## src/transmitter_serial_control_pkg.sv

```systemverilog
// Constants, field layouts and carrier types for the transmitter control block
package transmitter_serial_control_pkg;

  // Clock and timing
  localparam int CLK_PERIOD_NS = 4;
  localparam int CLK_MHZ = 250;
  localparam int REG_READY_US = 50;
  localparam int REG_READY_CYC = REG_READY_US * CLK_MHZ;
  localparam int LOCK_ERR_NS = 15;
  localparam int UNLOCK_ERR_NS = 25;
  // Below-limit test: error cycles strictly under the rounded-up figure
  localparam int LOCK_ERR_CYC = (LOCK_ERR_NS + CLK_PERIOD_NS - 1) / CLK_PERIOD_NS;
  // At-limit test: error cycles at or above the rounded-up figure
  localparam int UNLOCK_ERR_CYC = (UNLOCK_ERR_NS + CLK_PERIOD_NS - 1) / CLK_PERIOD_NS;
  localparam int LOCK_GOOD_RUN = 5;

  // Serial word
  localparam int WORD_W = 24;

  // Latch index, carried in the two lowest shifted bits
  localparam logic [1:0] LATCH_REF = 2'h0;
  localparam logic [1:0] LATCH_N = 2'h1;
  localparam logic [1:0] LATCH_MOD = 2'h2;
  localparam logic [1:0] LATCH_FUNC = 2'h3;

  // Reference latch fields
  localparam int REF_DIV_LSB = 2;
  localparam int REF_DIV_W = 4;
  // N latch fields
  localparam int BAND_HALVING_BIT = 2;
  // Modulation latch fields
  localparam int HIGH_POWER_LSB = 2;
  localparam int LOW_POWER_LSB = 9;
  localparam int POWER_W = 7;
  localparam int SCHEME_LSB = 16;
  // Function latch fields
  localparam int VCO_POWER_BIT = 2;
  localparam int AMP_POWER_BIT = 3;
  localparam int OBSERVE_SELECT_LSB = 8;
  localparam int OBSERVE_SELECT_W = 4;

  // Values after reset or chip-enable clear
  localparam logic [WORD_W-1:0] REF_RESET = 24'h000004;
  localparam logic [WORD_W-1:0] N_RESET = 24'h000001;
  localparam logic [WORD_W-1:0] MOD_RESET = 24'h000002;
  localparam logic [WORD_W-1:0] FUNC_RESET = 24'h000003;

  // Keying schemes {S2,S1}
  localparam logic [1:0] SCHEME_FSK = 2'h0;
  localparam logic [1:0] SCHEME_GFSK = 2'h1;
  localparam logic [1:0] SCHEME_ASK = 2'h2;
  localparam logic [1:0] SCHEME_OOK = 2'h3;

  // Observation pin selections
  localparam logic [3:0] OBS_REG_READY = 4'h0;
  localparam logic [3:0] OBS_DIGITAL_LOCK = 4'h1;
  localparam logic [3:0] OBS_ANALOG_LOCK = 4'h2;
  localparam logic [3:0] OBS_PFD_REF = 4'h3;
  localparam logic [3:0] OBS_LOW = 4'h4;
  localparam logic [3:0] OBS_HIGH = 4'h5;

  // Bus map
  localparam int ADR_W = 8;
  localparam logic [7:0] ADR_REF = 8'h00;
  localparam logic [7:0] ADR_N = 8'h04;
  localparam logic [7:0] ADR_MOD = 8'h08;
  localparam logic [7:0] ADR_FUNC = 8'h0C;
  localparam logic [7:0] ADR_STATUS = 8'h10;

  // Status word bits
  localparam int ST_READY_BIT = 0;
  localparam int ST_LOCK_BIT = 1;
  localparam int ST_CE_BIT = 2;
  localparam int ST_ERR_LSB = 8;

  localparam int ERR_W = 8;

  typedef struct packed {
    logic cyc;
    logic stb;
    logic we;
    logic [ADR_W-1:0] adr;
    logic [3:0] sel;
    logic [31:0] dat;
  } wb_req_t;

  typedef struct packed {
    logic [1:0] range;
    logic [4:0] level;
  } pa_setting_t;

endpackage
```

## src/transmitter_serial_control.sv

```systemverilog
// Serial-programmed control logic of a UHF transmitter with a Wishbone slave
//
// The register offsets and the Wishbone slave port were decided locally.
`timescale 1ns/100ps

module transmitter_serial_control #(
  parameter int REG_READY_CYCLES = transmitter_serial_control_pkg::REG_READY_CYC
) (
  // Clock and reset
  input wire logic clk_i,
  input wire logic rst_i,
  // Wishbone slave
  input wire transmitter_serial_control_pkg::wb_req_t wb_req_i,
  output logic [31:0] wb_dat_o,
  output logic wb_ack_o,
  // Pins from outside
  input wire logic chip_enable_i,
  input wire logic serial_clk_i,
  input wire logic serial_data_i,
  input wire logic latch_strobe_i,
  input wire logic ref_in_i,
  input wire logic feedback_i,
  input wire logic tx_bit_input_i,
  // Analog and RF controls
  output logic regulator_enable_o,
  output logic pfd_ref_o,
  output logic vco_enable_o,
  output logic band_halve_o,
  output logic amp_enable_o,
  output transmitter_serial_control_pkg::pa_setting_t pa_setting_o,
  // Observation pin, open-drain when analog lock is shown
  output logic observation_pin_o,
  output logic observation_pin_oe_o
);

  localparam int NPIN = 7;
  localparam int P_CE = 0;
  localparam int P_SCK = 1;
  localparam int P_SDA = 2;
  localparam int P_LE = 3;
  localparam int P_REF = 4;
  localparam int P_FB = 5;
  localparam int P_TX = 6;
  localparam int W = transmitter_serial_control_pkg::WORD_W;
  localparam int EW = transmitter_serial_control_pkg::ERR_W;
  localparam logic [EW-1:0] ERR_MAX = 8'hFF;
  localparam logic [EW-1:0] LOCK_LIM = 8'(transmitter_serial_control_pkg::LOCK_ERR_CYC);
  localparam logic [EW-1:0] UNLOCK_LIM = 8'(transmitter_serial_control_pkg::UNLOCK_ERR_CYC);
  localparam logic [2:0] GOOD_RUN = 3'(transmitter_serial_control_pkg::LOCK_GOOD_RUN);
  localparam logic [31:0] READY_LIM = 32'(REG_READY_CYCLES);

  // Lock measurement states
  typedef enum logic [1:0] {
    ST_IDLE = 2'b00,
    ST_REF_FIRST = 2'b01,
    ST_FB_FIRST = 2'b11
  } meas_state_t;

  function automatic logic [W-1:0] latch_reset(input logic [1:0] idx);
    case (idx)
      transmitter_serial_control_pkg::LATCH_REF: latch_reset = transmitter_serial_control_pkg::REF_RESET;
      transmitter_serial_control_pkg::LATCH_N: latch_reset = transmitter_serial_control_pkg::N_RESET;
      transmitter_serial_control_pkg::LATCH_MOD: latch_reset = transmitter_serial_control_pkg::MOD_RESET;
      default: latch_reset = transmitter_serial_control_pkg::FUNC_RESET;
    endcase
  endfunction

  function automatic logic [1:0] adr_index(input logic [7:0] adr);
    adr_index = adr[3:2];
  endfunction

  // Pin synchronisers; stage one is read only by stage two
  logic [NPIN-1:0] sync1_q;
  logic [NPIN-1:0] sync2_q;
  logic [NPIN-1:0] sync3_q;
  logic [NPIN-1:0] rise;
  logic [NPIN-1:0] fall;

  always_ff @(posedge clk_i) begin
    if (rst_i) begin
      sync1_q <= '0;
      sync2_q <= '0;
      sync3_q <= '0;
    end else begin
      sync1_q <= {tx_bit_input_i, feedback_i, ref_in_i, latch_strobe_i,
                  serial_data_i, serial_clk_i, chip_enable_i};
      sync2_q <= sync1_q;
      sync3_q <= sync2_q;
    end
  end

  assign rise = sync2_q & ~sync3_q;
  assign fall = ~sync2_q & sync3_q;

  logic ce;
  assign ce = sync2_q[P_CE];

  // Regulator start-up model
  logic [31:0] ready_cnt_q;
  logic ready_q;
  logic reg_en_q;

  always_ff @(posedge clk_i) begin
    if (rst_i || !ce) begin
      ready_cnt_q <= '0;
      ready_q <= 1'b0;
      reg_en_q <= 1'b0;
    end else begin
      reg_en_q <= 1'b1;
      if (ready_cnt_q >= READY_LIM) begin
        ready_q <= 1'b1;
      end else begin
        ready_cnt_q <= ready_cnt_q + 32'h00000001;
      end
    end
  end

  // Serial link is powered from the regulator
  logic link_live;
  assign link_live = ce && ready_q;

  // Shift register and latches
  logic [W-1:0] shift_q;
  logic [W-1:0] latch_q [4];
  logic wb_wr;
  logic [1:0] wb_idx;

  always_ff @(posedge clk_i) begin
    if (rst_i || !link_live) begin
      shift_q <= '0;
    end else if (rise[P_SCK]) begin
      // Oldest bit falls off the top
      shift_q <= {shift_q[W-2:0], sync2_q[P_SDA]};
    end
  end

  assign wb_idx = adr_index(wb_req_i.adr);
  // Write lands on the edge where the master sees ack
  assign wb_wr = wb_req_i.cyc && wb_req_i.stb && wb_req_i.we && wb_ack_o
                 && (wb_req_i.adr[7:4] == 4'h0) && link_live;

  // Strobe is only sampled on its rise, so a host that keeps it low while
  // shifting gets a whole word
  generate
    for (genvar i = 0; i < 4; i++) begin : g_latch
      always_ff @(posedge clk_i) begin
        if (rst_i || !ce) begin
          latch_q[i] <= latch_reset(2'(i));
        end else if (link_live && rise[P_LE] && shift_q[1:0] == 2'(i)) begin
          latch_q[i] <= shift_q;
        end else if (wb_wr && wb_idx == 2'(i)) begin
          for (int b = 0; b < 3; b++) begin
            if (wb_req_i.sel[b]) begin
              latch_q[i][b*8 +: 8] <= wb_req_i.dat[b*8 +: 8];
            end
          end
        end
      end
    end
  endgenerate

  // Field decode
  logic [3:0] ratio;
  logic [3:0] obs_sel;
  logic [1:0] scheme;
  logic [6:0] high_pwr;
  logic [6:0] low_pwr;

  assign ratio = latch_q[transmitter_serial_control_pkg::LATCH_REF]
                 [transmitter_serial_control_pkg::REF_DIV_LSB +: 4];
  assign obs_sel = latch_q[transmitter_serial_control_pkg::LATCH_FUNC]
                   [transmitter_serial_control_pkg::OBSERVE_SELECT_LSB +: 4];
  assign scheme = latch_q[transmitter_serial_control_pkg::LATCH_MOD]
                  [transmitter_serial_control_pkg::SCHEME_LSB +: 2];
  assign high_pwr = latch_q[transmitter_serial_control_pkg::LATCH_MOD]
                    [transmitter_serial_control_pkg::HIGH_POWER_LSB +: 7];
  assign low_pwr = latch_q[transmitter_serial_control_pkg::LATCH_MOD]
                   [transmitter_serial_control_pkg::LOW_POWER_LSB +: 7];

  // Reference divider; a zero ratio would stall the detector, so it acts as one
  logic [3:0] ref_cnt_q;
  logic pfd_ref_q;
  logic [3:0] ratio_eff;

  assign ratio_eff = (ratio == 4'h0) ? 4'h1 : ratio;

  always_ff @(posedge clk_i) begin
    if (rst_i || !ce) begin
      ref_cnt_q <= 4'h1;
      pfd_ref_q <= 1'b0;
    end else begin
      if (rise[P_REF]) begin
        if (ref_cnt_q >= ratio_eff) begin
          ref_cnt_q <= 4'h1;
          pfd_ref_q <= 1'b1;
        end else begin
          ref_cnt_q <= ref_cnt_q + 4'h1;
        end
      end else if (fall[P_REF]) begin
        pfd_ref_q <= 1'b0;
      end
    end
  end

  logic pfd_rise;
  logic pfd_prev_q;
  always_ff @(posedge clk_i) begin
    if (rst_i) begin
      pfd_prev_q <= 1'b0;
    end else begin
      pfd_prev_q <= pfd_ref_q;
    end
  end
  assign pfd_rise = pfd_ref_q && !pfd_prev_q;

  // Phase error measured between divided reference and feedback edges
  meas_state_t meas_q;
  logic [EW-1:0] err_cnt_q;
  logic [EW-1:0] err_last_q;
  logic err_done_q;
  logic fb_rise;
  assign fb_rise = rise[P_FB];

  always_ff @(posedge clk_i) begin
    if (rst_i || !ce) begin
      meas_q <= ST_IDLE;
      err_cnt_q <= '0;
      err_last_q <= '0;
      err_done_q <= 1'b0;
    end else begin
      err_done_q <= 1'b0;
      case (meas_q)
        ST_IDLE: begin
          if (pfd_rise && fb_rise) begin
            err_last_q <= '0;
            err_done_q <= 1'b1;
          end else if (pfd_rise) begin
            meas_q <= ST_REF_FIRST;
            err_cnt_q <= 8'h01;
          end else if (fb_rise) begin
            meas_q <= ST_FB_FIRST;
            err_cnt_q <= 8'h01;
          end
        end
        ST_REF_FIRST, ST_FB_FIRST: begin
          // A repeated edge of the leader means a whole-cycle slip
          if ((meas_q == ST_REF_FIRST && fb_rise) || (meas_q == ST_FB_FIRST && pfd_rise)) begin
            err_last_q <= err_cnt_q;
            err_done_q <= 1'b1;
            meas_q <= ST_IDLE;
          end else if ((meas_q == ST_REF_FIRST && pfd_rise) ||
                       (meas_q == ST_FB_FIRST && fb_rise)) begin
            err_last_q <= ERR_MAX;
            err_done_q <= 1'b1;
            err_cnt_q <= 8'h01;
          end else if (err_cnt_q != ERR_MAX) begin
            err_cnt_q <= err_cnt_q + 8'h01;
          end
        end
        default: meas_q <= ST_IDLE;
      endcase
    end
  end

  // Digital lock with hysteresis
  logic [2:0] good_q;
  logic lock_q;

  always_ff @(posedge clk_i) begin
    if (rst_i || !ce) begin
      good_q <= '0;
      lock_q <= 1'b0;
    end else if (err_done_q) begin
      if (err_last_q < LOCK_LIM) begin
        if (good_q != GOOD_RUN) begin
          good_q <= good_q + 3'h1;
        end
        if (good_q == GOOD_RUN - 3'h1) begin
          lock_q <= 1'b1;
        end
      end else begin
        good_q <= '0;
      end
      if (err_last_q >= UNLOCK_LIM) begin
        lock_q <= 1'b0;
      end
    end
  end

  // Observation pin; analog lock pulls low only during the error window
  logic obs_q;
  logic obs_oe_q;

  always_ff @(posedge clk_i) begin
    if (rst_i) begin
      obs_q <= 1'b0;
      obs_oe_q <= 1'b1;
    end else begin
      obs_oe_q <= 1'b1;
      case (obs_sel)
        transmitter_serial_control_pkg::OBS_REG_READY: obs_q <= ready_q;
        transmitter_serial_control_pkg::OBS_DIGITAL_LOCK: obs_q <= lock_q;
        transmitter_serial_control_pkg::OBS_ANALOG_LOCK: begin
          obs_q <= 1'b0;
          obs_oe_q <= (meas_q != ST_IDLE);
        end
        transmitter_serial_control_pkg::OBS_PFD_REF: obs_q <= pfd_ref_q;
        transmitter_serial_control_pkg::OBS_HIGH: obs_q <= 1'b1;
        default: obs_q <= 1'b0;
      endcase
    end
  end

  // RF controls
  logic vco_q;
  logic band_q;
  logic amp_q;
  transmitter_serial_control_pkg::pa_setting_t pa_q;
  logic [6:0] pwr_sel;

  always_comb begin
    pwr_sel = high_pwr;
    if (scheme == transmitter_serial_control_pkg::SCHEME_ASK) begin
      pwr_sel = sync2_q[P_TX] ? high_pwr : low_pwr;
    end else if (scheme == transmitter_serial_control_pkg::SCHEME_OOK) begin
      pwr_sel = sync2_q[P_TX] ? high_pwr : 7'h00;
    end
  end

  always_ff @(posedge clk_i) begin
    if (rst_i) begin
      vco_q <= 1'b0;
      band_q <= 1'b0;
      amp_q <= 1'b0;
      pa_q <= '0;
    end else begin
      vco_q <= latch_q[transmitter_serial_control_pkg::LATCH_FUNC]
               [transmitter_serial_control_pkg::VCO_POWER_BIT] && ce;
      band_q <= latch_q[transmitter_serial_control_pkg::LATCH_N]
                [transmitter_serial_control_pkg::BAND_HALVING_BIT];
      amp_q <= latch_q[transmitter_serial_control_pkg::LATCH_FUNC]
               [transmitter_serial_control_pkg::AMP_POWER_BIT] && ce;
      pa_q.range <= pwr_sel[6:5];
      pa_q.level <= pwr_sel[4:0];
    end
  end

  // Wishbone slave: one wait state, ack dropped after one cycle
  logic [31:0] rd_d;
  logic [31:0] rd_q;
  logic ack_q;

  always_comb begin
    rd_d = 32'h00000000;
    if (wb_req_i.adr[7:4] == 4'h0) begin
      rd_d = {8'h00, latch_q[wb_idx]};
    end else if (wb_req_i.adr == transmitter_serial_control_pkg::ADR_STATUS) begin
      rd_d[transmitter_serial_control_pkg::ST_READY_BIT] = ready_q;
      rd_d[transmitter_serial_control_pkg::ST_LOCK_BIT] = lock_q;
      rd_d[transmitter_serial_control_pkg::ST_CE_BIT] = ce;
      rd_d[transmitter_serial_control_pkg::ST_ERR_LSB +: 8] = err_last_q;
    end
  end

  always_ff @(posedge clk_i) begin
    if (rst_i) begin
      ack_q <= 1'b0;
      rd_q <= '0;
    end else begin
      ack_q <= wb_req_i.cyc && wb_req_i.stb && !ack_q;
      rd_q <= rd_d;
    end
  end

  assign wb_ack_o = ack_q;
  assign wb_dat_o = rd_q;
  assign regulator_enable_o = reg_en_q;
  assign pfd_ref_o = pfd_ref_q;
  assign vco_enable_o = vco_q;
  assign band_halve_o = band_q;
  assign amp_enable_o = amp_q;
  assign pa_setting_o = pa_q;
  assign observation_pin_o = obs_q;
  assign observation_pin_oe_o = obs_oe_q;

endmodule // transmitter_serial_control

```

## config.mk

```make
export PLATFORM = sky130hd
export DESIGN_NAME = transmitter_serial_control
export DESIGN_NICKNAME = d
export VERILOG_FILES = /design/src/transmitter_serial_control_pkg.sv /design/src/transmitter_serial_control.sv
export SDC_FILE = /design/constraint.sdc
export NUM_CORES = 1
export LEC_CHECK = 0
export BUFFER_PORTS_ARGS = -buffer_cell sky130_fd_sc_hd__buf_2
export CORE_MARGIN = 2
export CORE_UTILIZATION = 60
export CTS_BUF_LIST = sky130_fd_sc_hd__clkbuf_8
export CTS_CLUSTER_DIAMETER = 40
export DETAILED_ROUTE_END_ITERATION = 10
export PLACE_DENSITY = 0.77
export SETUP_SLACK_MARGIN = 0.15
export SLEW_MARGIN = 30
export SYNTH_ARGS = -nofsm -noshare
export SYNTH_HDL_FRONTEND = slang
export SYNTH_SLANG_ARGS = --single-unit
```

## constraint.sdc

```tcl
create_clock -name clk_i -period 6.3 [get_ports clk_i]
set_clock_uncertainty 0.2 [all_clocks]
set_input_delay 0.945 -clock clk_i [delete_from_list [all_inputs] [get_ports clk_i]]
set_output_delay 0.945 -clock clk_i [all_outputs]
set_load 0.05 [all_outputs]
```

==> impl_results.md, run 1 <==
* CP Capture Type: flip-flop
* Io pins at 103
* Critical Path RT at 6.25 ns
* Synth Area per Inst at 10.3 um2
* Area of the core at 0.0165 mm2
* Setup-failing EPs final at 0
* Vias at 7,721
* Mapped Area at 0.0101 mm2
* Most common cell after layout, fill and taps aside: nand2_1
* Starting density of the core at 61.1%
* Max rail drop VDD at 0.194 mV
* Die X at 134 um
* Hold Crit Class: flip-flop to flip-flop
* Post-synthesis adder-cell area fraction at 1.37%
* Top post-synthesis cells by area: edfxtp_1, dfxtp_1, nand2_1
* Final hold slack at 0.237 ns
* Simple-Gate Fraction of Synth Area at 18.5%
* Final Hold Fails at 0
* Drt wl/cell at 18.2 um
* Worst EP arrival at 3.20 ns
* Maxcap violations at 0
* Pwr Density at 263 mW/mm2
* Xor and xnor area share after synthesis at 0.348%
* DRC violations left at 0
* Clk buf depth at 3
* First-pass GRT wire length at 38,100 um
* Synth-to-layout area growth at 13.4%
* Mapped Cells at 979
* Fraction of layout cells with a size suffix above 1 at 19.2%
* # resized after CTS at 0
* F_max at 308 MHz
* Total track usage at 27.3%
* Total grt overflow at 0
* Cts bufs inserted at 39
* Hold_buf cts at 0
* Total wire length at 24,000 um
* Largest net degree at the start of global routing at 49
* H-tree depth at 2
* Count of cell types in the netlist at 57
* Die Y at 134 um
* Port Buf Inserts at 85
* Asr flop ratio synth at 0%
* Ant. Diodes at 0
* First-pass detailed-route iteration total at 8
* Clock sinks at 238
* Final Cycle Share at 51.5%
* Post-synthesis mux area share at 5.67%
* Worst-path clk slew at 0.05 ns
* Routed Antenna Nets at 0
* RSZ-0062 raised after global routing: false
* Status: finished, final reports clean
* CP cell instances: buf_2 -> or3_4 -> nor4_4 -> or4b_1 -> buf_4 -> o21ai_2
* Leakage power at 4.26 nW
* Clock root buffer: clkbuf_8
* Slowest stage cell, crit path: o21ai_2
* Yosys top cell by area: edfxtp_1
* Delay-heaviest family, CP: simple AND/OR/NAND/NOR gates
* Max stage delay on crit path at 0.52 ns
* Setup TNS at 0 ns
* Nets at 1,137
* Post-CTS Setup Inserts at 0
* Commonest non-fill, non-tap cells in the layout: nand2_1, dfxtp_1, o21ai_0
* GPL Wtd Cong at 0.844
* Relative slew slack at 38.0%
* EDFF count, synth at 96
* Kind of critical path: input pin to flip-flop
* Setup crit start kind: input pin
* Sequential area share after synthesis at 56.9%
* Rows at 47
* Yosys warning count at 0
* Final Critical Period at 3.24 ns
* Die area at 0.0178 mm2
* Detailed-placement wirelength estimate at 15,400 um
* Buf/Inv on CP at 2
* Main synth FF type: dfxtp_1
* Yosys top cell area share at 28.6%
* Largest family of logic cells by synthesized area: simple AND/OR/NAND/NOR gates
* Post-synthesis compound-gate area fraction at 13.4%
* Crit Path Max Fanout at 27
* Vias in the first global route at 7,509
* Max Slew Vio Count at 0
* Vias per inst at 5.86
* Starting DRC count in detailed routing at 596
* Initial antenna violation count at 0
* Worst-margin pin slew at 0.928 ns
* FF+latch count, synth at 238
* TritonCTS clock tree: built
* Skew-Pair Late Insertion Delay at 0.54 ns
-- cell usage after synthesis (9+ instances only) --
master	instances
dfxtp_1	142
clkbuf_1	49
nand2_1	199
nor2_1	29
mux4_2	24
o21ai_2	18
nand2b_1	10
and2_1	37
nor2b_1	24
nor3b_1	10
o21ai_0	105
edfxtp_1	96
nand3_1	16
a22o_1	10
ha_1	11
a21oi_1	61
nor4_1	9
nor3_1	14
a31oi_1	9
inv_1	17
or3_1	12
-- worst register-to-register path, cell delays in order, from the launching register on --
cell and delay, ns:
dfxtp_1 0.60, nand4_1 0.22, nor4_4 0.38, or4b_1 0.47
buf_4 0.29, o21ai_2 0.53
-- logic make-up after synthesis --
kind of cell / Yosys count
DFF: 238
adders and majority gates: 11
buffers and inverters: 82
other: 1
and+or+nand+nor: 386
xor gates and xnor gates: 4
AOI/OAI and AO/OA: 230
muxes: 27
-- cell type report --
class	instances	area [um2]
Timing Repair Buffer	108	598
Inverter	17	63.8
Fill cell	1276	5060
Clock buffer	44	606
Sequential cell	238	5730
Multi-Input combinational cell	666	4020
Clock inverter	24	124
Tap cell	220	275
-- registers in the layout (all words and copies together) (netlist names), 2 cells and up --
signal	flops
err_cnt_q	8
err_last_q	8
good_q	3
latch_q	96
meas_q	2
pa_setting_o	7
ready_cnt_q	32
ref_cnt_q	4
shift_q	24
sync1_q	7
sync2_q	7
sync3_q	4
wb_dat_o	24
-- routing by layer --
metal	routed length, um	global-route usage [%]	up-vias
met5	0	0	-
met4	775	11.9	0
met3	2130	5.18	72
met2	11600	45.3	369
met1	9560	35.2	3639
li1	-	-	3641
-- path summary, 6_finish.rpt --
kind                    startpoint                 endpoint  slack (ns)  cells past startpoint
min          sync1_q[2]$_SDFF_PP0_    sync2_q[2]$_SDFF_PP0_        0.24                      1
min reg2reg  sync1_q[2]$_SDFF_PP0_    sync2_q[2]$_SDFF_PP0_        0.24                      1
max                   wb_req_i[43]  latch_q[0][1]$_DFFE_PP_        3.06                      6
max reg2reg   ready_q$_SDFFE_PN0P_  latch_q[0][1]$_DFFE_PP_        3.23                      5
-- per-stage QoR --
stage	util, %	setup slack, ns	area, um2	power [mW]	instances
2_1_floorplan	-	2.82	10100	1.73	986
3_3_place_gp	64.7	2.62	10700	1.77	1249
4_1_cts	69.2	3.10	11400	3.02	1317
5_1_grt	69.3	3.01	11400	3.10	1317
6_report	69.3	3.06	11400	3.00	1317
3_5_place_dp	64.8	2.55	10700	1.77	1249
-- power breakdown --
| part | leakage [nW] | internal (mW) | switching [mW] |
|---|---|---|---|
| combinational | 1.55 | 0.0387 | 0.0715 |
| sequential | 2.28 | 1.62 | 0.0101 |
| clock | 0.429 | 0.677 | 0.583 |
Note: power is estimated with default switching activity, not from simulation.
==> inputs of run 2 (changes only) <==
Settings changed: CORE_UTILIZATION 60 to 55, PLACE_DENSITY 0.77 to 0.74.
Clock period 6.3 ns to 2.9 ns, I/O delays scaled along.
==> run 2 against run 1 <==
  * Critical path depth unchanged
  * Die area increased by 8.8%
  * Combinational power increased by 130%
  * Non-clock buffer count up 35
  * Clock-buffer cell count rose by 5
  * Utilization shrank 3.4 points
  * Sequential cell count is the same
  * Highest routed layer unchanged
==> impl_results.md, run 2 (synthesis gave the netlist of run 1 again) <==
* Status: finished, final reports clean
* Relative slew slack at 41.0% (+3.1 points)
* RSZ-0062 raised after global routing: false
* Rows at 49 (+4.3%)
* Area of the core at 0.0180 mm2 (+9.1%)
* Routed wire length on met2 at 11,500 um (-0.65%)
* Largest net degree at the start of global routing at 40 (-18%)
* Inst Count DP at 1,279 (+2.4%)
* Die area at 0.0194 mm2 (+8.8%)
* Total grt overflow at 0 (unchanged)
* Depth of the most critical reg-to-reg path at 6 (+1)
* Post-CTS Setup Inserts at 0 (unchanged)
* Clock sinks at 238 (unchanged)
* Final Cycle Share at 86.4%
* Hold_buf cts at 13 (+13)
* Starting density of the core at 56.0% (-5.1 points)
* Skew-Pair Late Insertion Delay at 0.53 ns (about the same)
* Delay-heaviest family, CP: simple AND/OR/NAND/NOR gates
* Initial antenna violation count at 0 (unchanged)
* Fraction of layout cells with a size suffix above 1 at 21.0% (+1.8 points)
* Vias at 7,757 (+0.47%)
* Most common cell after layout, fill and taps aside: nand2_1
* CP cell instances: and4b_1 -> nand3_1 -> nor2_1 -> buf_4 -> nand2_1 -> o21ai_0
* Total wire length at 24,100 um (+0.49%)
* Max rail drop VDD at 0.445 mV (+130%)
* Max Slew Vio Count at 0 (unchanged)
* Starting DRC count in detailed routing at 650 (+9.1%)
* Worst-path clk slew at 0.06 ns (about the same)
* Kind of critical path: flip-flop to flip-flop
* Hold Crit Class: input pin to flip-flop
* Max layer used: met4
* Final Hold Fails at 0 (unchanged)
* DRT met1 WL at 9850 um (+3.1%)
* Slowest stage cell, crit path: nor2_1
* Worst-margin pin slew at 0.881 ns (-0.0472 ns)
* Worst EP arrival at 2.65 ns (-0.55 ns)
* Largest Register: latch_q
* Synth-to-layout area growth at 17.5%
* Setup TNS at 0 ns (unchanged)
* Crit. path cell count at 6 (unchanged)
* Drt wl/cell at 17.7 um (-2.8%)
* H-tree depth at 2 (unchanged)
* Detailed-placement wirelength estimate at 16,400 um (+6.6%)
* Crit Path Max Fanout at 13 (-52%)
* Clock root buffer: clkbuf_8
* F_max at 399 MHz
* Setup crit start kind: flip-flop
* Top flop regs: latch_q (96), ready_cnt_q (32)
* Total track usage at 25.1% (-2.2 points)
* Ant. Diodes at 0 (unchanged)
* Final hold slack at 0.0340 ns (-0.203 ns)
* CP Capture Type: flip-flop
* Port Buf Inserts at 85 (unchanged)
* Final Non-Filler Cells at 1,362 (+3.4%)
* Routed wl met3 at 2030 um (-4.5%)
* Vias in the first global route at 7,628 (+1.6%)
* Buf/Inv on CP at 1 (-1)
* Die X at 139 um (+4.3%)
* TritonCTS clock tree: built
* First-pass detailed-route iteration total at 5 (-3)
* Routed Antenna Nets at 0 (unchanged)
* Setup-failing EPs final at 0 (unchanged)
* # resized after CTS at 0 (unchanged)
* Maxcap violations at 0 (unchanged)
* Commonest non-fill, non-tap cells in the layout: nand2_1, dfxtp_1, o21ai_0
* Cts bufs inserted at 39 (unchanged)
* Hold depth at 2 (+1)
* Max reg flops at 96 (unchanged)
* Leakage power at 4.46 nW (+4.8%)
* Die Y at 139 um (+4.3%)
* First-pass GRT wire length at 38,900 um (+2.0%)
* DRC violations left at 0 (unchanged)
* Vias per inst at 5.70 (-2.9%)
* GPL Wtd Cong at 0.866 (+2.7%)
* Nets at 1,172 (+3.1%)
* Max stage delay on crit path at 0.69 ns (+0.17 ns)
* Clk buf depth at 3 (unchanged)
* Critical Path RT at 3.04 ns (-3.21 ns)
* Io pins at 103 (unchanged)
* Final Critical Period at 2.51 ns
* Pwr Density at 573 mW/mm2 (+120%)
-- run 2: cell types whose count changed in the layout (fill, tap and decap cells not counted), sizes merged --
cell         previous run  this run
buf                   108       130
dlygate4sd3             0        13
clkbuf                 44        49
clkinv                  7         3
bufinv                  1         2
clkinvlp                1         0
-- run 2: final cells by class --
class,instances,area [um2]
flip-flops and latches,238,5730
repair buffers,143,935
well taps,229,287
clock buffers,49,674
multi-input cells,666,4010
clock inverters,20,131
fillers,1412,6130
inverters,17,63.8
-- run 2: worst paths after layout --
path	startpoint	end	slack, ns
min reg2reg	sync2_q[2]$_SDFF_PP0_	shift_q[0]$_SDFFE_PP0P_	0.24
min	wb_req_i[1]	latch_q[3][1]$_DFFE_PP_	0.03
max	shift_q[1]$_SDFFE_PP0P_	latch_q[3][10]$_DFFE_PP_	0.39
max reg2reg	shift_q[1]$_SDFFE_PP0P_	latch_q[3][10]$_DFFE_PP_	0.39
-- run 2: through the flow --
step / util [%] / area, um2 / setup slack [ns] / total power [mW]
5_1_grt: 65.8 / 11800 / 0.166 / 7.00
3_5_place_dp: 60.6 / 10900 / 0.0757 / 3.85
4_1_cts: 65.8 / 11800 / 0.444 / 6.83
3_3_place_gp: 60.5 / 10900 / 0.0945 / 3.85
2_1_floorplan: - / 10100 / 0.119 / 3.76
6_report: 65.8 / 11800 / 0.394 / 6.78
-- run 2: layer usage --
| metal | up-vias | track usage [%] |
|---|---|---|
| met5 | - | 0 |
| met4 | 0 | 9.46 |
| met3 | 69 | 4.89 |
| met2 | 337 | 41.3 |
| met1 | 3637 | 33.1 |
| li1 | 3714 | - |
-- run 2: power by group --
group | switching, mW | total (mW) | internal [mW]
clock | 1.29 | 2.99 | 1.69
combinational | 0.157 | 0.257 | 0.101
sequential | 0.0230 | 3.54 | 3.51
